## config.mk

```make
export PLATFORM = sky130hd
export DESIGN_NAME = sbcr_device_flat
export DESIGN_NICKNAME = d
export VERILOG_FILES = /design/src/sbcr_pkg.sv /design/src/sbcr_link_if.sv /design/src/sbcr_device.sv /design/src/flat_wrapper.sv
export SDC_FILE = /design/constraint.sdc
export NUM_CORES = 1
export LEC_CHECK = 0
export ABC_AREA = 1
export BUFFER_PORTS_ARGS = -buffer_cell sky130_fd_sc_hd__buf_2
export CAP_MARGIN = 20
export CORE_MARGIN = 3
export CORE_UTILIZATION = 66
export DETAILED_ROUTE_END_ITERATION = 10
export PLACE_DENSITY = 0.84
export REMOVE_ABC_BUFFERS = 1
export SETUP_SLACK_MARGIN = 0.1
export SYNTH_ARGS = -nofsm -noshare
export SYNTH_HDL_FRONTEND = slang
export SYNTH_SLANG_ARGS = --single-unit
```

## constraint.sdc

```tcl
create_clock -name core_clk_i -period 3.5 [get_ports core_clk_i]
set_input_delay 0.525 -clock core_clk_i [delete_from_list [all_inputs] [get_ports core_clk_i]]
set_output_delay 0.525 -clock core_clk_i [all_outputs]
set_load 0.005 [all_outputs]
```

## src/sbcr_pkg.sv

```systemverilog
// Constants and types shared by both ends of the serial boot link
package sbcr_pkg;
    // ************************************************************
    // Protocol codes
    // ************************************************************
    localparam logic [7:0] ACK_UART = 8'h86;
    localparam logic [7:0] ACK_IO = 8'h30;
    localparam logic [7:0] CMD_RAM = 8'h10;
    localparam logic [7:0] CMD_SUM = 8'h20;
    localparam logic [7:0] CMD_INFO = 8'h30;
    localparam logic [7:0] CMD_ERASE = 8'h40;
    localparam logic [7:0] ERASE_EN = 8'h54;
    localparam logic [7:0] ERASE_OK = 8'h4f;
    localparam logic [7:0] ERASE_NG = 8'h4c;
    localparam logic [7:0] ERASED = 8'hff;
    localparam logic [3:0] ACK_RXERR = 4'h8;
    localparam logic [3:0] ACK_BAD = 4'h1;
    localparam logic [3:0] ACK_GOOD = 4'h0;
    // ************************************************************
    // Flash layout
    // ************************************************************
    localparam int FL_AW = 19;
    localparam int FLASH_BYTES_DEF = 524288;
    localparam logic [FL_AW-1:0] PW_OFFSET = 19'h1ff04;
    localparam int PW_LEN = 12;
    // ************************************************************
    // Timing
    // ************************************************************
    localparam int TMR_W = 20;
    localparam int CLK_MHZ = 200;
    localparam int BIT_NS = 1000;
    localparam int BIT_CYC_DEF = BIT_NS * CLK_MHZ / 1000;
    localparam int DET_IDLE_NS = 20000;
    localparam int DET_IDLE_CYC = DET_IDLE_NS * CLK_MHZ / 1000;
    localparam int ECHO_TMO_US = 50;
    localparam int ECHO_TMO_CYC = ECHO_TMO_US * CLK_MHZ;
    localparam logic [TMR_W-1:0] UART_AB_MIN = 20'h00010;
    localparam logic [TMR_W-1:0] UART_AB_MAX = 20'h0ea60;
    // ************************************************************
    // State types
    // ************************************************************
    typedef enum logic [3:0] {
        S_DET = 4'h0, S_SETTLE = 4'h1, S_DEAD = 4'h2, S_SEND = 4'h3,
        S_CMD = 4'h4, S_ERA_EN = 4'h5, S_ERA_RUN = 4'h6, S_PW_SCAN = 4'h7,
        S_PW_RX = 4'h8, S_PW_CK = 4'h9, S_SUM_RUN = 4'ha, S_SUM_LO = 4'hb,
        S_SUM_CK = 4'hc
    } sbcr_dstate_type;
    typedef enum logic [2:0] {
        C_IDLE = 3'h0, C_SHIFT = 3'h1, C_WAIT = 3'h2, C_UP = 3'h3, C_FAIL = 3'h4
    } sbcr_cstate_type;
endpackage

```

## src/sbcr_link_if.sv

```systemverilog
// Link between the boot controller and the target responder
`timescale 1ns/1ps
`default_nettype none
interface sbcr_link_if;
    logic mode_line;
    logic c2d_valid;
    logic [7:0] c2d_data;
    logic c2d_err;
    logic c2d_ready;
    logic d2c_valid;
    logic [7:0] d2c_data;
    logic d2c_ready;
    modport dev (
        input mode_line, c2d_valid, c2d_data, c2d_err, d2c_ready,
        output c2d_ready, d2c_valid, d2c_data
    );
    modport ctl (
        output mode_line, c2d_valid, c2d_data, c2d_err, d2c_ready,
        input c2d_ready, d2c_valid, d2c_data
    );
endinterface
`default_nettype wire

```

## src/sbcr_device.sv

```systemverilog
// Target end: mode detection, command acks, password, flash sum, erase
`timescale 1ns/1ps
`default_nettype none
module sbcr_buf #(
    parameter int W = 8,
    parameter int DEPTH = 2
) (
    // Clock and reset
    input wire logic core_clk_i,
    input wire logic sys_rst_i,
    // Fill side
    input wire logic in_valid_i,
    input wire logic [W-1:0] in_data_i,
    output logic in_ready_o,
    // Drain side
    output logic out_valid_o,
    output logic [W-1:0] out_data_o,
    input wire logic out_ready_i
);
    localparam int AW = (DEPTH > 1) ? $clog2(DEPTH) : 1;
    logic [W-1:0] mem_ff [DEPTH];
    logic [AW-1:0] wr_ff, rd_ff;
    logic [AW:0] cnt_ff;
    logic push, pop;

    assign in_ready_o = cnt_ff != (AW+1)'(DEPTH);
    assign out_valid_o = cnt_ff != '0;
    assign out_data_o = mem_ff[rd_ff];
    assign push = in_valid_i && in_ready_o;
    assign pop = out_valid_o && out_ready_i;

    always_ff @(posedge core_clk_i) begin
        if (push) begin
            mem_ff[wr_ff] <= in_data_i;
        end
    end

    always_ff @(posedge core_clk_i) begin
        if (sys_rst_i) begin
            wr_ff <= '0;
            rd_ff <= '0;
            cnt_ff <= '0;
        end else begin
            if (push) begin
                wr_ff <= (wr_ff == AW'(DEPTH-1)) ? '0 : wr_ff + 1'b1;
            end
            if (pop) begin
                rd_ff <= (rd_ff == AW'(DEPTH-1)) ? '0 : rd_ff + 1'b1;
            end
            if (push && !pop) begin
                cnt_ff <= cnt_ff + 1'b1;
            end else if (pop && !push) begin
                cnt_ff <= cnt_ff - 1'b1;
            end
        end
    end
endmodule

module sbcr_device #(
    parameter int FLASH_BYTES = sbcr_pkg::FLASH_BYTES_DEF,
    parameter int IDLE_CYC = sbcr_pkg::DET_IDLE_CYC
) (
    // Clock and reset
    input wire logic core_clk_i,
    input wire logic sys_rst_i,
    // Link to controller
    sbcr_link_if.dev lnk,
    // Flash read port, data one cycle after strobe
    output logic fl_rd_o,
    output logic [sbcr_pkg::FL_AW-1:0] fl_addr_o,
    input wire logic [7:0] fl_data_i,
    // Erase engine
    output logic erase_req_o,
    input wire logic erase_done_i,
    input wire logic erase_fail_i,
    // Status
    output logic mode_ok_o,
    output logic uart_mode_o
);
    import sbcr_pkg::*;

    // ************************************************************
    // Declarations
    // ************************************************************
    sbcr_dstate_type state_ff, ret_ff, cmd_next;
    logic [TMR_W-1:0] timer_ff, t_a_ff, t_c_ff, first_edge_interval_ff;
    logic [TMR_W-1:0] third_edge_interval_ff, idle_ff;
    logic [2:0] edges_ff;
    logic line_ff, uart_ff, mode_ok_ff, err_seen_ff, mism_ff, pend_ff;
    logic [7:0] send_ff, csum_ff, rx_d;
    logic [3:0] hi_ff, idx_ff;
    logic [15:0] sum_ff, sum_add;
    logic [FL_AW-1:0] addr_ff;
    logic [7:0] pw_mem [PW_LEN];
    logic [PW_LEN-1:0] same_vec;
    logic line_edge, rx_take, rx_err, rx_ready, tx_ready, pw_area_err, is_uart;
    logic is_cmd, scan_cap, pw_rx_take;

    // ************************************************************
    // First byte timing
    // ************************************************************
    always_ff @(posedge core_clk_i) begin
        if (sys_rst_i) begin
            timer_ff <= '0;
            line_ff <= 1'b1;
        end else begin
            timer_ff <= timer_ff + 1'b1;
            line_ff <= lnk.mode_line;
        end
    end
    assign line_edge = line_ff != lnk.mode_line;

    // Wrap of the free timer is harmless: differences stay modular
    always_ff @(posedge core_clk_i) begin
        if (sys_rst_i) begin
            edges_ff <= '0;
            t_a_ff <= '0;
            t_c_ff <= '0;
            first_edge_interval_ff <= '0;
            third_edge_interval_ff <= '0;
        end else if (state_ff == S_DET && line_edge) begin
            edges_ff <= edges_ff + 3'h1;
            case (edges_ff)
                3'h0: t_a_ff <= timer_ff;
                3'h1: first_edge_interval_ff <= timer_ff - t_a_ff;
                3'h2: t_c_ff <= timer_ff;
                default: third_edge_interval_ff <= timer_ff - t_c_ff;
            endcase
        end
    end

    // Wait for the rest of the mode byte to pass before replying
    always_ff @(posedge core_clk_i) begin
        if (sys_rst_i || state_ff != S_SETTLE || line_edge || !lnk.mode_line) begin
            idle_ff <= '0;
        end else begin
            idle_ff <= idle_ff + 1'b1;
        end
    end
    assign is_uart = first_edge_interval_ff <= third_edge_interval_ff;

    // ************************************************************
    // Byte handshakes
    // ************************************************************
    assign rx_ready = (state_ff == S_CMD) || (state_ff == S_ERA_EN) ||
                      (state_ff == S_PW_RX) || (state_ff == S_PW_CK);
    assign lnk.c2d_ready = rx_ready;
    assign rx_take = lnk.c2d_valid && rx_ready;
    assign rx_err = lnk.c2d_err && uart_ff;
    assign rx_d = lnk.c2d_data;
    assign pw_rx_take = rx_take && state_ff == S_PW_RX;

    always_comb begin
        is_cmd = 1'b1;
        cmd_next = S_CMD;
        case (rx_d)
            CMD_RAM: cmd_next = S_PW_SCAN;
            CMD_SUM: cmd_next = S_SUM_RUN;
            CMD_INFO: cmd_next = S_CMD;
            CMD_ERASE: cmd_next = S_ERA_EN;
            default: is_cmd = 1'b0;
        endcase
    end

    // ************************************************************
    // Sequencer
    // ************************************************************
    always_ff @(posedge core_clk_i) begin
        if (sys_rst_i) begin
            state_ff <= S_DET;
            ret_ff <= S_DET;
            send_ff <= '0;
            hi_ff <= '0;
            uart_ff <= 1'b0;
            mode_ok_ff <= 1'b0;
        end else begin
            case (state_ff)
                S_DET: if (edges_ff == 3'h4) begin
                    state_ff <= S_SETTLE;
                end
                S_SETTLE: if (idle_ff == TMR_W'(IDLE_CYC)) begin
                    uart_ff <= is_uart;
                    if (is_uart && (first_edge_interval_ff < UART_AB_MIN ||
                                    first_edge_interval_ff > UART_AB_MAX)) begin
                        state_ff <= S_DEAD;
                    end else begin
                        mode_ok_ff <= 1'b1;
                        send_ff <= is_uart ? ACK_UART : ACK_IO;
                        ret_ff <= S_CMD;
                        state_ff <= S_SEND;
                    end
                end
                S_SEND: if (tx_ready) begin
                    state_ff <= ret_ff;
                end
                S_CMD: if (rx_take) begin
                    state_ff <= S_SEND;
                    ret_ff <= S_CMD;
                    if (rx_err) begin
                        send_ff <= {hi_ff, ACK_RXERR};
                    end else if (is_cmd) begin
                        hi_ff <= rx_d[7:4];
                        send_ff <= rx_d;
                        ret_ff <= cmd_next;
                    end else begin
                        send_ff <= {hi_ff, ACK_BAD};
                    end
                end
                S_ERA_EN: if (rx_take) begin
                    state_ff <= S_SEND;
                    ret_ff <= S_CMD;
                    if (rx_err) begin
                        send_ff <= {hi_ff, ACK_RXERR};
                    end else if (rx_d == ERASE_EN) begin
                        send_ff <= ERASE_EN;
                        ret_ff <= S_ERA_RUN;
                    end else begin
                        send_ff <= {hi_ff, ACK_BAD};
                    end
                end
                S_ERA_RUN: if (erase_done_i) begin
                    send_ff <= erase_fail_i ? ERASE_NG : ERASE_OK;
                    ret_ff <= S_CMD;
                    state_ff <= S_SEND;
                end
                S_PW_SCAN: if (scan_cap && idx_ff == 4'(PW_LEN-1)) begin
                    state_ff <= S_PW_RX;
                end
                S_PW_RX: if (rx_take && idx_ff == 4'(PW_LEN-1)) begin
                    state_ff <= S_PW_CK;
                end
                S_PW_CK: if (rx_take) begin
                    state_ff <= S_SEND;
                    ret_ff <= S_CMD;
                    if (rx_err || err_seen_ff) begin
                        send_ff <= {hi_ff, ACK_RXERR};
                    end else if (pw_area_err || mism_ff || (csum_ff + rx_d) != 8'h00) begin
                        send_ff <= {CMD_RAM[7:4], ACK_BAD};
                    end else begin
                        send_ff <= {hi_ff, ACK_GOOD};
                    end
                end
                S_SUM_RUN: if (pend_ff && addr_ff == FL_AW'(FLASH_BYTES-1)) begin
                    send_ff <= sum_add[15:8];
                    ret_ff <= S_SUM_LO;
                    state_ff <= S_SEND;
                end
                S_SUM_LO: begin
                    send_ff <= sum_ff[7:0];
                    ret_ff <= S_SUM_CK;
                    state_ff <= S_SEND;
                end
                S_SUM_CK: begin
                    send_ff <= 8'h00 - (sum_ff[15:8] + sum_ff[7:0]);
                    ret_ff <= S_CMD;
                    state_ff <= S_SEND;
                end
                S_DEAD: state_ff <= S_DEAD;
                default: state_ff <= S_DET;
            endcase
        end
    end

    // ************************************************************
    // Flash reads, password and sum datapath
    // ************************************************************
    // One read in flight at a time: half rate, but no return queue
    assign fl_rd_o = !pend_ff && (state_ff == S_PW_SCAN || state_ff == S_SUM_RUN);
    assign fl_addr_o = addr_ff;
    assign scan_cap = pend_ff && state_ff == S_PW_SCAN;
    assign sum_add = sum_ff + {8'h00, fl_data_i};

    always_ff @(posedge core_clk_i) begin
        if (sys_rst_i) begin
            pend_ff <= 1'b0;
            idx_ff <= '0;
            addr_ff <= '0;
            sum_ff <= '0;
            csum_ff <= '0;
            mism_ff <= 1'b0;
            err_seen_ff <= 1'b0;
        end else begin
            pend_ff <= fl_rd_o;
            if (state_ff == S_CMD && rx_take) begin
                idx_ff <= '0;
                addr_ff <= (rx_d == CMD_RAM) ? PW_OFFSET : '0;
                sum_ff <= '0;
                csum_ff <= '0;
                mism_ff <= 1'b0;
                err_seen_ff <= 1'b0;
            end else if (pend_ff) begin
                addr_ff <= addr_ff + 1'b1;
            end
            if (scan_cap || pw_rx_take) begin
                idx_ff <= (idx_ff == 4'(PW_LEN-1)) ? '0 : idx_ff + 4'h1;
            end
            if (pw_rx_take) begin
                csum_ff <= csum_ff + rx_d;
                mism_ff <= mism_ff || (rx_d != pw_mem[idx_ff]);
                err_seen_ff <= err_seen_ff || rx_err;
            end
            if (pend_ff && state_ff == S_SUM_RUN) begin
                sum_ff <= sum_add;
            end
        end
    end

    always_ff @(posedge core_clk_i) begin
        if (scan_cap) begin
            pw_mem[idx_ff] <= fl_data_i;
        end
    end

    for (genvar i = 0; i < PW_LEN; i++) begin : g_same
        assign same_vec[i] = pw_mem[i] == pw_mem[0];
    end
    assign pw_area_err = (&same_vec) && pw_mem[0] != ERASED;

    // ************************************************************
    // Outputs and answer buffer
    // ************************************************************
    assign erase_req_o = state_ff == S_ERA_RUN;
    assign mode_ok_o = mode_ok_ff;
    assign uart_mode_o = uart_ff;

    sbcr_buf #(.W(8), .DEPTH(2)) u_txbuf (
        .core_clk_i(core_clk_i),
        .sys_rst_i(sys_rst_i),
        .in_valid_i(state_ff == S_SEND),
        .in_data_i(send_ff),
        .in_ready_o(tx_ready),
        .out_valid_o(lnk.d2c_valid),
        .out_data_o(lnk.d2c_data),
        .out_ready_i(lnk.d2c_ready)
    );
endmodule
`default_nettype wire

```

## src/flat_wrapper.sv

```systemverilog
// flat-port wrapper written by rule: the top's interface ports become plain ports
module sbcr_device_flat import sbcr_pkg::*;
#(
    parameter int FLASH_BYTES = sbcr_pkg::FLASH_BYTES_DEF,
    parameter int IDLE_CYC = sbcr_pkg::DET_IDLE_CYC
)
  (core_clk_i, sys_rst_i, fl_rd_o, fl_addr_o, fl_data_i, erase_req_o, erase_done_i, erase_fail_i, mode_ok_o, uart_mode_o, lnk_mode_line, lnk_c2d_valid, lnk_c2d_data, lnk_c2d_err, lnk_d2c_ready, lnk_c2d_ready, lnk_d2c_valid, lnk_d2c_data);
  sbcr_link_if lnk_i ();
  input wire logic core_clk_i;
  input wire logic sys_rst_i;
  output logic fl_rd_o;
  output logic [sbcr_pkg::FL_AW-1:0] fl_addr_o;
  input wire logic [7:0] fl_data_i;
  output logic erase_req_o;
  input wire logic erase_done_i;
  input wire logic erase_fail_i;
  output logic mode_ok_o;
  output logic uart_mode_o;
  input wire logic [$bits(lnk_i.mode_line)-1:0] lnk_mode_line;
  input wire logic [$bits(lnk_i.c2d_valid)-1:0] lnk_c2d_valid;
  input wire logic [$bits(lnk_i.c2d_data)-1:0] lnk_c2d_data;
  input wire logic [$bits(lnk_i.c2d_err)-1:0] lnk_c2d_err;
  input wire logic [$bits(lnk_i.d2c_ready)-1:0] lnk_d2c_ready;
  output wire logic [$bits(lnk_i.c2d_ready)-1:0] lnk_c2d_ready;
  output wire logic [$bits(lnk_i.d2c_valid)-1:0] lnk_d2c_valid;
  output wire logic [$bits(lnk_i.d2c_data)-1:0] lnk_d2c_data;
  assign lnk_i.mode_line = lnk_mode_line;
  assign lnk_i.c2d_valid = lnk_c2d_valid;
  assign lnk_i.c2d_data = lnk_c2d_data;
  assign lnk_i.c2d_err = lnk_c2d_err;
  assign lnk_i.d2c_ready = lnk_d2c_ready;
  assign lnk_c2d_ready = lnk_i.c2d_ready;
  assign lnk_d2c_valid = lnk_i.d2c_valid;
  assign lnk_d2c_data = lnk_i.d2c_data;
  sbcr_device #(.FLASH_BYTES(FLASH_BYTES), .IDLE_CYC(IDLE_CYC)) u_core (.core_clk_i(core_clk_i), .sys_rst_i(sys_rst_i), .lnk(lnk_i), .fl_rd_o(fl_rd_o), .fl_addr_o(fl_addr_o), .fl_data_i(fl_data_i), .erase_req_o(erase_req_o), .erase_done_i(erase_done_i), .erase_fail_i(erase_fail_i), .mode_ok_o(mode_ok_o), .uart_mode_o(uart_mode_o));
endmodule
```

==> impl_metrics.prom, run 1 <==
# TYPE chip_impl_metric gauge
chip_impl_metric{name="ys_types",unit=""} 59
chip_impl_metric{name="route.vias.total",unit=""} 17900
chip_impl_metric{name="cp.arrival",unit="ns"} 2.89
chip_impl_info{name="end_kind",value="register"} 1
chip_impl_metric{name="p_sw",unit="mW"} 4.51
chip_impl_metric{name="finalWeightedCongestion",unit=""} 0.978
chip_impl_metric{name="met3WireLength",unit="um"} 4610
chip_impl_metric{name="power.share.switching",unit="%"} 35.4
chip_impl_metric{name="cellLeakagePower",unit="nW"} 9.17
chip_impl_info{name="synth.area.top_cells",value="sky130_fd_sc_hd__edfxtp_1 22%, sky130_fd_sc_hd__dfxtp_1 21%, sky130_fd_sc_hd__nand2_1 9.5%"} 1
chip_impl_metric{name="max_slew.worst_pin.slew",unit="ns"} 1.08
chip_impl_metric{name="post-cts-setup-buffers",unit=""} 0
chip_impl_info{name="highest-signal-layer",value="met4"} 1
chip_impl_metric{name="ys_seq_area_share",unit="%"} 42.8
chip_impl_metric{name="comb_power_share",unit="%"} 30.8
chip_impl_metric{name="cts_made_buffers",unit=""} 38
chip_impl_metric{name="peak_supply_drop",unit="mV"} 0.510
chip_impl_info{name="synth_common_cells",value="497 x sky130_fd_sc_hd__nand2_1, 361 x sky130_fd_sc_hd__inv_1, 274 x sky130_fd_sc_hd__a21oi_1"} 1
chip_impl_metric{name="max_freq",unit="GHz"} 0.366
chip_impl_metric{name="drt_iter0_drc",unit=""} 2090
chip_impl_metric{name="cts-root-to-sink-buffers",unit=""} 3
chip_impl_metric{name="place_inst",unit=""} 2965
chip_impl_metric{name="critical_path_peak_fanout",unit=""} 8
chip_impl_metric{name="yosys_warnings",unit=""} 0
chip_impl_metric{name="final_cells",unit=""} 3033
chip_impl_info{name="cts_tree",value="done"} 1
chip_impl_metric{name="cell_count_after_synthesis",unit=""} 2575
chip_impl_metric{name="final_hold_violation_count",unit=""} 0
chip_impl_metric{name="slew_headroom",unit="%"} 27.5
chip_impl_metric{name="port_buffers",unit=""} 56
chip_impl_metric{name="design.core.area",unit="um^2"} 29000
chip_impl_metric{name="share_clk_of_total_power",unit="%"} 30.4
chip_impl_metric{name="pin_count_of_the_biggest_net_entering_global_routing",unit=""} 72
chip_impl_info{name="synth_flop_cell",value="sky130_fd_sc_hd__dfxtp_1"} 1
chip_impl_metric{name="dp.final_hpwl",unit="um"} 38200
chip_impl_metric{name="std_cell_rows",unit=""} 62
chip_impl_info{name="timing.critical_path.from_type",value="register"} 1
chip_impl_info{name="outcome",value="complete, no violations"} 1
chip_impl_metric{name="die_y",unit="um"} 179
chip_impl_metric{name="route.detailed.wl_per_inst",unit="um"} 17.4
chip_impl_metric{name="syn-mean-instance-area",unit="um^2"} 7.64
chip_impl_metric{name="initial_core_util",unit="%"} 67.8
chip_impl_metric{name="die_width",unit="um"} 179
chip_impl_metric{name="drv.max_cap_violation_count",unit=""} 0
chip_impl_metric{name="intPower",unit="mW"} 8.24
chip_impl_metric{name="final_period_minus_worst_setup_slack",unit="ns"} 2.74
chip_impl_metric{name="power.density_cell_area",unit="nW/um^2"} 592
chip_impl_metric{name="synthArstFlopShare",unit="%"} 0
chip_impl_metric{name="finalCritPeriodShare",unit="%"} 78.2
chip_impl_metric{name="post_route_ant_nets",unit=""} 0
chip_impl_metric{name="antenna_cells",unit=""} 0
chip_impl_metric{name="ioPinCount",unit=""} 57
chip_impl_metric{name="drtPass1Iterations",unit=""} 5
chip_impl_metric{name="seq_power_share",unit="%"} 38.8
chip_impl_info{name="worstSetupPathType",value="register to register"} 1
chip_impl_metric{name="number_of_antenna_violations_at_the_first_check_in_global_routing",unit=""} 0
chip_impl_metric{name="synth_seq_cells",unit=""} 349
chip_impl_metric{name="cts_resized",unit=""} 0
chip_impl_info{name="cts.root.buffer_cell",value="sky130_fd_sc_hd__clkbuf_16"} 1
chip_impl_metric{name="totalWireLength",unit="um"} 52800
chip_impl_metric{name="worstSkewPairLatency",unit="ns"} 0.54
chip_impl_metric{name="grt_first_pass_wirelength",unit="um"} 84500
chip_impl_metric{name="globalRoute.totalOverflow",unit=""} 0
chip_impl_metric{name="post_synth_edffs",unit=""} 144
chip_impl_metric{name="number_of_clock_sinks",unit=""} 349
chip_impl_metric{name="finish.utilization",unit="%"} 74.2
chip_impl_metric{name="area_growth_syn_to_layout",unit="%"} 9.48
chip_impl_metric{name="timing.critical_path.required",unit="ns"} 3.65
chip_impl_metric{name="largest_clock_skew_in_the_final_design",unit="ns"} 0.0198
chip_impl_metric{name="clkSlewWorstSetupHoldPaths",unit="ns"} 0.06
chip_impl_metric{name="cts_htree_levels",unit=""} 2
chip_impl_metric{name="holdBufCountCts",unit=""} 0
chip_impl_metric{name="grt_usage",unit="%"} 32.9
chip_impl_metric{name="yosysTopAreaCellShare",unit="%"} 22.0
chip_impl_metric{name="synth.cell_area",unit="um^2"} 19700
chip_impl_info{name="synth.most_common_cell",value="sky130_fd_sc_hd__nand2_1"} 1
chip_impl_metric{name="first_global_vias",unit=""} 16900
chip_impl_metric{name="drc",unit=""} 0
chip_impl_info{name="setup_repair_after_global_routing_missed_its_margin",value="false"} 1
chip_impl_metric{name="design.die.area",unit="um^2"} 31900
chip_impl_metric{name="share_of_layout_cells_above_drive_strength_1",unit="%"} 7.85
chip_impl_metric{name="met2_wirelength",unit="um"} 24000
chip_impl_metric{name="route.layer.met1.wl",unit="um"} 21900
chip_impl_metric{name="final_net_count",unit=""} 2749
chip_impl_info{name="hold_class",value="primary input to register"} 1
chip_impl_metric{name="vias_per_inst",unit=""} 5.90
chip_impl_metric{name="setup_viol",unit=""} 0
chip_impl_metric{name="report.final.slew_viol_count",unit=""} 0
chip_impl_metric{name="fin_tns_setup",unit="ns"} 0
chip_impl_info{name="netlist.top_cell.by_area",value="sky130_fd_sc_hd__edfxtp_1"} 1
==> registers in the layout, indices dropped and copies added, names as in the netlist, 2 cells and up, named ones only <==
signal                         cells
u_core.csum_ff                     8
u_core.edges_ff                    3
u_core.first_edge_interval_ff     20
u_core.fl_addr_o                  19
u_core.hi_ff                       4
u_core.idle_ff                    20
u_core.idx_ff                      4
u_core.pw_mem                    128
u_core.ret_ff                      4
u_core.send_ff                     8
u_core.state_ff                    4
u_core.sum_ff                     16
u_core.t_a_ff                     20
u_core.t_c_ff                     20
u_core.third_edge_interval_ff     20
u_core.timer_ff                   20
u_core.u_txbuf.cnt_ff              2
u_core.u_txbuf.mem_ff             16
==> final timing paths <==
path | from | endpoint | slack, ns | depth (start not counted)
worst min-delay path | lnk_mode_line | u_core.line_ff | 0.22 | 2
worst min register to register | u_core.idle_ff[9] | u_core.idle_ff[9] | 0.45 | 1
worst max-delay path | u_core.state_ff[2] | u_core.pw_mem[5][3] | 0.76 | 8
worst max register to register | u_core.state_ff[2] | u_core.pw_mem[5][3] | 0.76 | 8
==> layout make-up <==
cell class                      instances  area (um^2)
Clock buffer                           50         1110
Clock inverter                         18          105
Fill cell                            2206         7470
Inverter                              374         1410
Multi-Input combinational cell       1777         9520
Sequential cell                       349         8430
Tap cell                              384          480
Timing Repair Buffer                   81          483
==> layout by cell type, fill, tap and decap left out, drive strengths merged, types with 3 or more instances in the layout <==
master    Yosys  routed
a221oi        4       4
o221ai        4       4
nor2        256     256
and2          3       3
o31ai         3       3
inv         371     371
ha           99      99
clkinvlp      0       5
edfxtp      144     144
nand3       181     181
nor3         37      37
nor3b         6       6
buf          31      81
xor2         37      37
nand4        32      32
dfxtp       205     205
a211oi        5       5
xnor2        17      17
nor4         13      13
o211ai       43      43
mux2          8       8
or2           7       7
nand2       505     505
o21ai       206     206
clkbuf       44      50
fa            5       5
o21a          8       8
nand3b        4       4
o21bai        5       5
clkinv        3      16
a21oi       274     274
==> metrics by stage <==
stage / power [mW] / setup slack (ns) / instance area [um^2] / hold WS [ns]
finish: 12.7 / 0.764 / 21500 / 0.224
global route: 13.4 / 0.619 / 21500 / 0.231
CTS: 12.7 / 0.778 / 21500 / 0.210
detailed placement: 8.82 / 0.781 / 20300 / 0.449
global placement: 8.69 / 0.844 / 20300 / 0.432
floorplan: 7.71 / 0.171 / 19300 / 0.423
==> cell families (layout without fill, tap and decap cells) <==
kind of cell	count (synthesis)	after routing	share of synthesized area (%)
AND/OR/NAND/NOR	1046	1046	23.1
AO/OA/AOI/OAI	565	565	15.5
buffers and inverters	449	523	8.81
flip-flops	349	349	42.8
adder cells (fa/ha/maj)	104	104	6.80
XOR/XNOR	54	54	2.40
multiplexers	8	8	0.458
==> power groups by stage <==
| stage | combinational, mW | sequential, mW | clock (mW) |
|---|---|---|---|
| 3_3_place_gp | 3.70 | 5.00 | 0 |
| 2_1_floorplan | 2.77 | 4.94 | 0 |
| 5_1_grt | 4.38 | 4.98 | 4.06 |
| 3_5_place_dp | 3.81 | 5.01 | 0 |
| 4_1_cts | 3.85 | 4.93 | 3.89 |
| 6_report | 3.93 | 4.94 | 3.88 |
==> metal layers <==
layer  vias up  global-route usage [%]
met5         -                       0
met1      8242                    44.3
met3       153                    5.08
met4         0                    14.1
li1       8704                       -
met2       798                    53.0
==> critical path, cell delays in order, from the launching register on <==
cell and delay [ns]:
sky130_fd_sc_hd__dfxtp_1 0.36, sky130_fd_sc_hd__inv_1 0.08, sky130_fd_sc_hd__nor2_2 0.16, sky130_fd_sc_hd__inv_1 0.12, sky130_fd_sc_hd__nor2_1 0.16, sky130_fd_sc_hd__inv_1 0.08
sky130_fd_sc_hd__nor2_1 0.35, sky130_fd_sc_hd__nand2_1 0.19, sky130_fd_sc_hd__nor2_1 0.85
Power figures use the tool's default switching activity.
==> run 2: changes to the inputs <==
Settings changed: CORE_UTILIZATION 66 to 63, PLACE_DENSITY 0.84 to 0.8.
Clock period 3.5 ns to 2.7 ns, I/O delays scaled along.
==> run 2 against run 1 <==
  * Sequential share of layout area is 0.42 points lower
  * Clock power up 31%
  * Sequential power is 29% higher
  * Clock skew decreased by 0.0045 ns
  * Combinational power up 31%
  * Wire length decreased by 0.46%
  * Cell count grew 1.0%
  * Highest routed layer unchanged
  * Global-route usage decreased by 1.6 points
  * Sequential cell count stayed put
  * Largest cell class unchanged
==> impl_metrics.prom, run 2 (synthesis gave the netlist of run 1 again) <==
# TYPE chip_impl_metric gauge
chip_impl_metric{name="pin_count_of_the_biggest_net_entering_global_routing",unit=""} 100
chip_impl_metric{name="ioPinCount",unit=""} 57
chip_impl_metric{name="multi_input_area",unit="um^2"} 9550
chip_impl_metric{name="filler_cell_count",unit=""} 2512
chip_impl_metric{name="power.density_cell_area",unit="nW/um^2"} 762
chip_impl_metric{name="area_after_detailed_placement",unit="um^2"} 20500
chip_impl_info{name="end_kind",value="register"} 1
chip_impl_info{name="crit_path_frequent_cell",value="sky130_fd_sc_hd__nand2_1"} 1
chip_impl_metric{name="dp.final_hpwl",unit="um"} 37800
chip_impl_metric{name="slew_headroom",unit="%"} 52.5
chip_impl_metric{name="finish.utilization",unit="%"} 71.0
chip_impl_metric{name="first_global_vias",unit=""} 17100
chip_impl_info{name="worstSetupPathType",value="register to register"} 1
chip_impl_info{name="critPathLaunch",value="u_core.sum_ff[8]"} 1
chip_impl_metric{name="cp.arrival",unit="ns"} 2.85
chip_impl_metric{name="post_route_ant_nets",unit=""} 0
chip_impl_metric{name="port_buffers",unit=""} 56
chip_impl_info{name="largest_register",value="u_core.pw_mem"} 1
chip_impl_metric{name="drc",unit=""} 0
chip_impl_metric{name="worstSkewPairLatency",unit="ns"} 0.53
chip_impl_info{name="critPathSlowestCell",value="sky130_fd_sc_hd__fa_1"} 1
chip_impl_metric{name="share_of_layout_cells_above_drive_strength_1",unit="%"} 8.58
chip_impl_metric{name="max_freq",unit="GHz"} 0.407
chip_impl_metric{name="peak_supply_drop",unit="mV"} 0.752
chip_impl_metric{name="cts_htree_levels",unit=""} 2
chip_impl_info{name="cp_cell_sequence",value="inv_1, ha_1, ha_1, fa_1, nand2_1, nand2_1, a21oi_2, xor2_1, o211ai_1, a21oi_1, nand3_1, nand2_1, a21oi_1"} 1
chip_impl_metric{name="std_cell_rows",unit=""} 64
chip_impl_info{name="setup_repair_after_global_routing_missed_its_margin",value="false"} 1
chip_impl_info{name="cts_tree",value="done"} 1
chip_impl_metric{name="route.vias.total",unit=""} 17700
chip_impl_metric{name="number_of_clock_sinks",unit=""} 349
chip_impl_metric{name="critical_path_peak_fanout",unit=""} 6
chip_impl_info{name="r2r-start",value="u_core.sum_ff[8]"} 1
chip_impl_info{name="worstHoldEndpoint",value="u_core.line_ff"} 1
chip_impl_metric{name="die_y",unit="um"} 183
chip_impl_info{name="outcome",value="complete, no violations"} 1
chip_impl_metric{name="initial_core_util",unit="%"} 64.1
chip_impl_metric{name="cts_made_buffers",unit=""} 37
chip_impl_metric{name="max_ffs_per_register",unit=""} 128
chip_impl_info{name="commonest_non_fill_non_tap_cell_in_the_layout",value="sky130_fd_sc_hd__nand2_1"} 1
chip_impl_info{name="hold_class",value="primary input to register"} 1
chip_impl_metric{name="post-cts-setup-buffers",unit=""} 0
chip_impl_metric{name="grt_first_pass_wirelength",unit="um"} 85300
chip_impl_metric{name="global_route.usage.met2",unit="%"} 51.9
chip_impl_info{name="critical_path.reg2reg.endpoint",value="u_core.send_ff[5]"} 1
chip_impl_metric{name="share_clk_of_total_power",unit="%"} 30.6
chip_impl_metric{name="comb_power_share",unit="%"} 31.0
chip_impl_metric{name="cellLeakagePower",unit="nW"} 9.29
chip_impl_metric{name="use_met1",unit="%"} 40.9
chip_impl_metric{name="final_period_minus_worst_setup_slack",unit="ns"} 2.46
chip_impl_metric{name="p_sw",unit="mW"} 5.74
chip_impl_metric{name="worst_r2r_path_depth",unit=""} 13
chip_impl_metric{name="design.die.area",unit="um^2"} 33400
chip_impl_info{name="timing.critical_path.from_type",value="register"} 1
chip_impl_metric{name="vias_per_inst",unit=""} 5.79
chip_impl_metric{name="cts-root-to-sink-buffers",unit=""} 3
chip_impl_info{name="global_route.peak_usage_layer",value="met2"} 1
chip_impl_metric{name="drv.max_cap_violation_count",unit=""} 0
chip_impl_metric{name="timing.reg2reg.setup_slack",unit="ns"} 0.24
chip_impl_metric{name="report.final.slew_viol_count",unit=""} 0
chip_impl_metric{name="max_stage_delay",unit="ns"} 0.43
chip_impl_metric{name="finalCritPeriodShare",unit="%"} 91.0
chip_impl_metric{name="finish.instance_area",unit="um^2"} 21800
chip_impl_metric{name="route.detailed.wl_per_inst",unit="um"} 17.1
chip_impl_metric{name="seq_power_share",unit="%"} 38.4
chip_impl_metric{name="intPower",unit="mW"} 10.9
chip_impl_metric{name="final_hold_violation_count",unit=""} 0
chip_impl_metric{name="largest_clock_skew_in_the_final_design",unit="ns"} 0.0153
chip_impl_metric{name="clkSlewWorstSetupHoldPaths",unit="ns"} 0.06
chip_impl_info{name="mostFrequentLayoutCells",value="493 x sky130_fd_sc_hd__nand2_1, 360 x sky130_fd_sc_hd__inv_1, 273 x sky130_fd_sc_hd__a21oi_1"} 1
chip_impl_metric{name="final_net_count",unit=""} 2770
chip_impl_metric{name="worst_hold_path_stage_count",unit=""} 2
chip_impl_metric{name="finalWorstSetupSlack",unit="ns"} 0.244
chip_impl_metric{name="antenna_cells",unit=""} 0
chip_impl_metric{name="setup_viol",unit=""} 0
chip_impl_metric{name="drtPass1Iterations",unit=""} 6
chip_impl_metric{name="holdBufCountCts",unit=""} 0
chip_impl_info{name="min-delay-start",value="lnk_mode_line"} 1
chip_impl_metric{name="grt_usage",unit="%"} 31.3
chip_impl_metric{name="power.share.switching",unit="%"} 34.6
chip_impl_metric{name="area_growth_syn_to_layout",unit="%"} 10.7
chip_impl_metric{name="grt_use_met3",unit="%"} 5.36
chip_impl_metric{name="totalWireLength",unit="um"} 52500
chip_impl_info{name="cts.root.buffer_cell",value="sky130_fd_sc_hd__clkbuf_16"} 1
chip_impl_metric{name="max_slew.worst_pin.slew",unit="ns"} 0.711
chip_impl_metric{name="design.core.area",unit="um^2"} 30700
chip_impl_metric{name="detailedPlace.worstSlack",unit="ns"} 0.148
chip_impl_metric{name="cts_resized",unit=""} 0
chip_impl_metric{name="finalWeightedCongestion",unit=""} 0.968
chip_impl_metric{name="number_of_antenna_violations_at_the_first_check_in_global_routing",unit=""} 0
chip_impl_metric{name="globalRoute.totalOverflow",unit=""} 0
chip_impl_metric{name="drt_iter0_drc",unit=""} 1860
chip_impl_metric{name="seqCellArea",unit="um^2"} 8430
chip_impl_metric{name="timing.critical_path.required",unit="ns"} 3.10
chip_impl_metric{name="die_width",unit="um"} 183
==> run 2: stage by stage <==
step / hold WS (ns) / total power, mW / instances / setup TNS (ns)
after floorplan: 0.423 / 10.0 / 2500 / -0.629
after global placement: 0.436 / 11.3 / 2999 / 0
after detailed placement: 0.445 / 11.5 / 2999 / 0
after CTS: 0.0949 / 16.6 / 3064 / 0
after global routing: 0.0970 / 17.6 / 3064 / 0
final: 0.105 / 16.6 / 3064 / 0
==> run 2: cell type report <==
class                      count  area share, %
clock buffer                  51           4.88
clock inverter                14          0.672
inverter                     374           6.46
multi-input combinational   1777           43.8
sequential                   349           38.7
tap                          396           2.28
timing repair buffer         103           3.15
==> run 2: worst max-delay path, delay by kind of cell, from the launching register on <==
kind	cells	cell delay, ns
simple gates	4	0.33
buf+inv	1	0.13
compound gates	4	0.41
flops	1	0.42
fa+ha+maj	3	0.85
xor+xnor	1	0.19
==> run 2: how the worst max path moves through the flow <==
stage	endpoint	slack [ns]	cells after the start
finish	u_core.send_ff[5]	0.24	13
global route	u_core.ret_ff[1]	0.10	16
CTS	u_core.ret_ff[1]	0.12	13
detailed placement	u_core.ret_ff[1]	0.15	13
global placement	u_core.ret_ff[1]	0.20	13
floorplan	u_core.mism_ff	-0.63	11
==> run 2: metal layers <==
layer	part of all wire, %	wire length [um]
met5	0	0
met4	4.0	2090
met3	7.8	4090
met2	47	24600
met1	41	21800
==> run 2: power groups by stage <==
stage / clock (mW) / combinational (mW) / sequential (mW)
2_1_floorplan: 0 / 3.59 / 6.41
3_3_place_gp: 0 / 4.89 / 6.45
4_1_cts: 5.15 / 5.04 / 6.37
5_1_grt: 5.38 / 5.81 / 6.43
6_report: 5.08 / 5.14 / 6.37
3_5_place_dp: 0 / 4.99 / 6.47
==> run 3: changes to the inputs <==
Settings changed: CORE_UTILIZATION 63 to 55, PLACE_DENSITY 0.8 to 0.72.
==> run 3 against run 2 <==
  * Critical path type unchanged
  * Sequential share of layout area is 0.35 points lower
  * Die area is 14% higher
  * Worst hold slack worse by 0.0033 ns
  * Critical endpoint unchanged
  * Non-clock buffer count is 4 higher
==> impl_metrics.prom, run 3 (synthesis gave the netlist of run 1 again) <==
# TYPE chip_impl_metric gauge
chip_impl_metric{name="largest_clock_skew_in_the_final_design",unit="ns"} 0.0162
chip_impl_metric{name="grt_usage",unit="%"} 27.3
chip_impl_metric{name="finish.utilization",unit="%"} 63.0
chip_impl_metric{name="report.final.slew_viol_count",unit=""} 0
chip_impl_metric{name="post_route_ant_nets",unit=""} 0
chip_impl_metric{name="critical_path_peak_fanout",unit=""} 7
chip_impl_metric{name="drv.max_cap_violation_count",unit=""} 0
chip_impl_info{name="worstSetupPathType",value="register to register"} 1
chip_impl_info{name="r2r-start",value="u_core.sum_ff[9]"} 1
chip_impl_info{name="cts.root.buffer_cell",value="sky130_fd_sc_hd__clkbuf_16"} 1
chip_impl_metric{name="final_hold_violation_count",unit=""} 0
chip_impl_metric{name="std_cell_rows",unit=""} 68
chip_impl_metric{name="grt_first_pass_wirelength",unit="um"} 85400
chip_impl_info{name="hold_class",value="primary input to register"} 1
chip_impl_info{name="timing.critical_path.from_type",value="register"} 1
chip_impl_metric{name="worst_r2r_path_depth",unit=""} 13
chip_impl_metric{name="drc",unit=""} 0
chip_impl_metric{name="cts_resized",unit=""} 0
chip_impl_metric{name="worst_hold_path_stage_count",unit=""} 2
chip_impl_metric{name="peak_supply_drop",unit="mV"} 0.744
chip_impl_info{name="outcome",value="complete, no violations"} 1
chip_impl_metric{name="antenna_cells",unit=""} 0
chip_impl_metric{name="drt_iter0_drc",unit=""} 1362
chip_impl_metric{name="totalWireLength",unit="um"} 53200
chip_impl_metric{name="max_slew.worst_pin.slew",unit="ns"} 0.715
chip_impl_metric{name="max_freq",unit="GHz"} 0.410
chip_impl_metric{name="initial_core_util",unit="%"} 56.4
chip_impl_metric{name="clkSlewWorstSetupHoldPaths",unit="ns"} 0.06
chip_impl_metric{name="place_inst",unit=""} 3062
chip_impl_metric{name="vias_per_inst",unit=""} 5.65
chip_impl_info{name="critical_path.reg2reg.endpoint",value="u_core.send_ff[5]"} 1
chip_impl_metric{name="route.detailed.wl_per_inst",unit="um"} 17.0
chip_impl_metric{name="max_ffs_per_register",unit=""} 128
chip_impl_metric{name="number_of_antenna_violations_at_the_first_check_in_global_routing",unit=""} 0
chip_impl_metric{name="area_after_detailed_placement",unit="um^2"} 20600
chip_impl_metric{name="die_width",unit="um"} 195
chip_impl_metric{name="cts_htree_levels",unit=""} 2
chip_impl_metric{name="design.die.area",unit="um^2"} 38100
chip_impl_metric{name="timing.reg2reg.setup_slack",unit="ns"} 0.26
chip_impl_metric{name="cts_made_buffers",unit=""} 39
chip_impl_metric{name="area_growth_syn_to_layout",unit="%"} 11.7
chip_impl_metric{name="holdBufCountCts",unit=""} 0
chip_impl_metric{name="globalRoute.totalOverflow",unit=""} 0
chip_impl_metric{name="slew_headroom",unit="%"} 52.2
chip_impl_metric{name="finish.instance_area",unit="um^2"} 22000
chip_impl_info{name="mostFrequentLayoutCells",value="495 x sky130_fd_sc_hd__nand2_1, 360 x sky130_fd_sc_hd__inv_1, 273 x sky130_fd_sc_hd__a21oi_1"} 1
chip_impl_metric{name="cts-root-to-sink-buffers",unit=""} 3
chip_impl_metric{name="finalWeightedCongestion",unit=""} 0.960
chip_impl_metric{name="final_cells",unit=""} 3134
chip_impl_metric{name="cp.arrival",unit="ns"} 2.85
chip_impl_metric{name="port_buffers",unit=""} 56
chip_impl_info{name="setup_repair_after_global_routing_missed_its_margin",value="true"} 1
chip_impl_metric{name="pin_count_of_the_biggest_net_entering_global_routing",unit=""} 81
chip_impl_metric{name="die_y",unit="um"} 195
chip_impl_metric{name="final_net_count",unit=""} 2776
chip_impl_metric{name="power.density_cell_area",unit="nW/um^2"} 770
chip_impl_metric{name="design.core.area",unit="um^2"} 34900
chip_impl_info{name="largest_register",value="u_core.pw_mem"} 1
chip_impl_metric{name="finalCritPeriodShare",unit="%"} 90.4
chip_impl_metric{name="ioPinCount",unit=""} 57
chip_impl_metric{name="route.vias.total",unit=""} 17700
chip_impl_metric{name="setup_viol",unit=""} 0
chip_impl_metric{name="share_of_layout_cells_above_drive_strength_1",unit="%"} 9.15
chip_impl_info{name="commonest_non_fill_non_tap_cell_in_the_layout",value="sky130_fd_sc_hd__nand2_1"} 1
chip_impl_metric{name="final_period_minus_worst_setup_slack",unit="ns"} 2.44
chip_impl_info{name="cts_tree",value="done"} 1
chip_impl_metric{name="timing.critical_path.required",unit="ns"} 3.11
chip_impl_info{name="end_kind",value="register"} 1
chip_impl_metric{name="number_of_clock_sinks",unit=""} 349
chip_impl_metric{name="drtPass1Iterations",unit=""} 6
chip_impl_metric{name="post-cts-setup-buffers",unit=""} 0
chip_impl_info{name="worstHoldEndpoint",value="u_core.line_ff"} 1
chip_impl_info{name="min-delay-start",value="lnk_mode_line"} 1
chip_impl_metric{name="cellLeakagePower",unit="nW"} 9.37
chip_impl_metric{name="worstSkewPairLatency",unit="ns"} 0.54
chip_impl_metric{name="dp.final_hpwl",unit="um"} 38800
chip_impl_metric{name="first_global_vias",unit=""} 16800
==> run 3: worst max path at each step <==
stage                  startpoint                                end  slack [ns]
4_1_cts        u_core.timer_ff[0]  u_core.first_edge_interval_ff[16]        0.17
5_1_grt        u_core.timer_ff[0]  u_core.first_edge_interval_ff[16]        0.04
6_report         u_core.sum_ff[9]                  u_core.send_ff[5]        0.26
3_5_place_dp   u_core.timer_ff[0]  u_core.first_edge_interval_ff[16]        0.19
2_1_floorplan            register                     u_core.mism_ff       -0.63
3_3_place_gp      lnk_c2d_data[0]                  u_core.send_ff[4]        0.23
==> run 3: critical path, stage by stage, from the launching register on <==
cell and delay, ns:
sky130_fd_sc_hd__dfxtp_1 0.37, sky130_fd_sc_hd__ha_1 0.30, sky130_fd_sc_hd__inv_1 0.04, sky130_fd_sc_hd__ha_1 0.22, sky130_fd_sc_hd__fa_1 0.43, sky130_fd_sc_hd__nand2_1 0.10, sky130_fd_sc_hd__nand2_1 0.06, sky130_fd_sc_hd__a21oi_2 0.16
sky130_fd_sc_hd__xor2_1 0.17, sky130_fd_sc_hd__o211ai_1 0.11, sky130_fd_sc_hd__a21oi_1 0.14, sky130_fd_sc_hd__nand3_1 0.10, sky130_fd_sc_hd__nand2_1 0.07, sky130_fd_sc_hd__a21oi_1 0.06
==> run 3: per-stage QoR <==
stage / hold slack [ns] / power [mW] / TNS, ns / setup WS, ns
2_1_floorplan: 0.423 / 10.0 / -0.629 / -0.629
3_3_place_gp: 0.437 / 11.4 / 0 / 0.235
3_5_place_dp: 0.451 / 11.5 / 0 / 0.195
4_1_cts: 0.0796 / 16.9 / 0 / 0.173
5_1_grt: 0.0847 / 17.9 / 0 / 0.0408
6_report: 0.102 / 16.9 / 0 / 0.260
==> run 3: final cells by class <==
cell class / instances / area [um^2]
clock buffers: 49 / 1060
clock inverters: 23 / 251
fillers: 3129 / 12900
inverters: 374 / 1410
multi-input cells: 1777 / 9540
flip-flops and latches: 349 / 8440
well taps: 455 / 569
repair buffers: 107 / 716
==> run 3: power by group <==
group	switching [mW]	internal, mW	total [mW]
registers	0.374	6.01	6.39
logic	3.31	1.81	5.12
clock network	2.20	3.21	5.41
==> run 3: routing by layer <==
| layer | wire [um] | part of all wire (%) | track usage [%] |
|---|---|---|---|
| met1 | 23200 | 44 | 36.9 |
| met3 | 3820 | 7.2 | 4.23 |
| met5 | 0 | 0 | 0 |
| met4 | 1880 | 3.5 | 10.1 |
| met2 | 24200 | 46 | 44.6 |
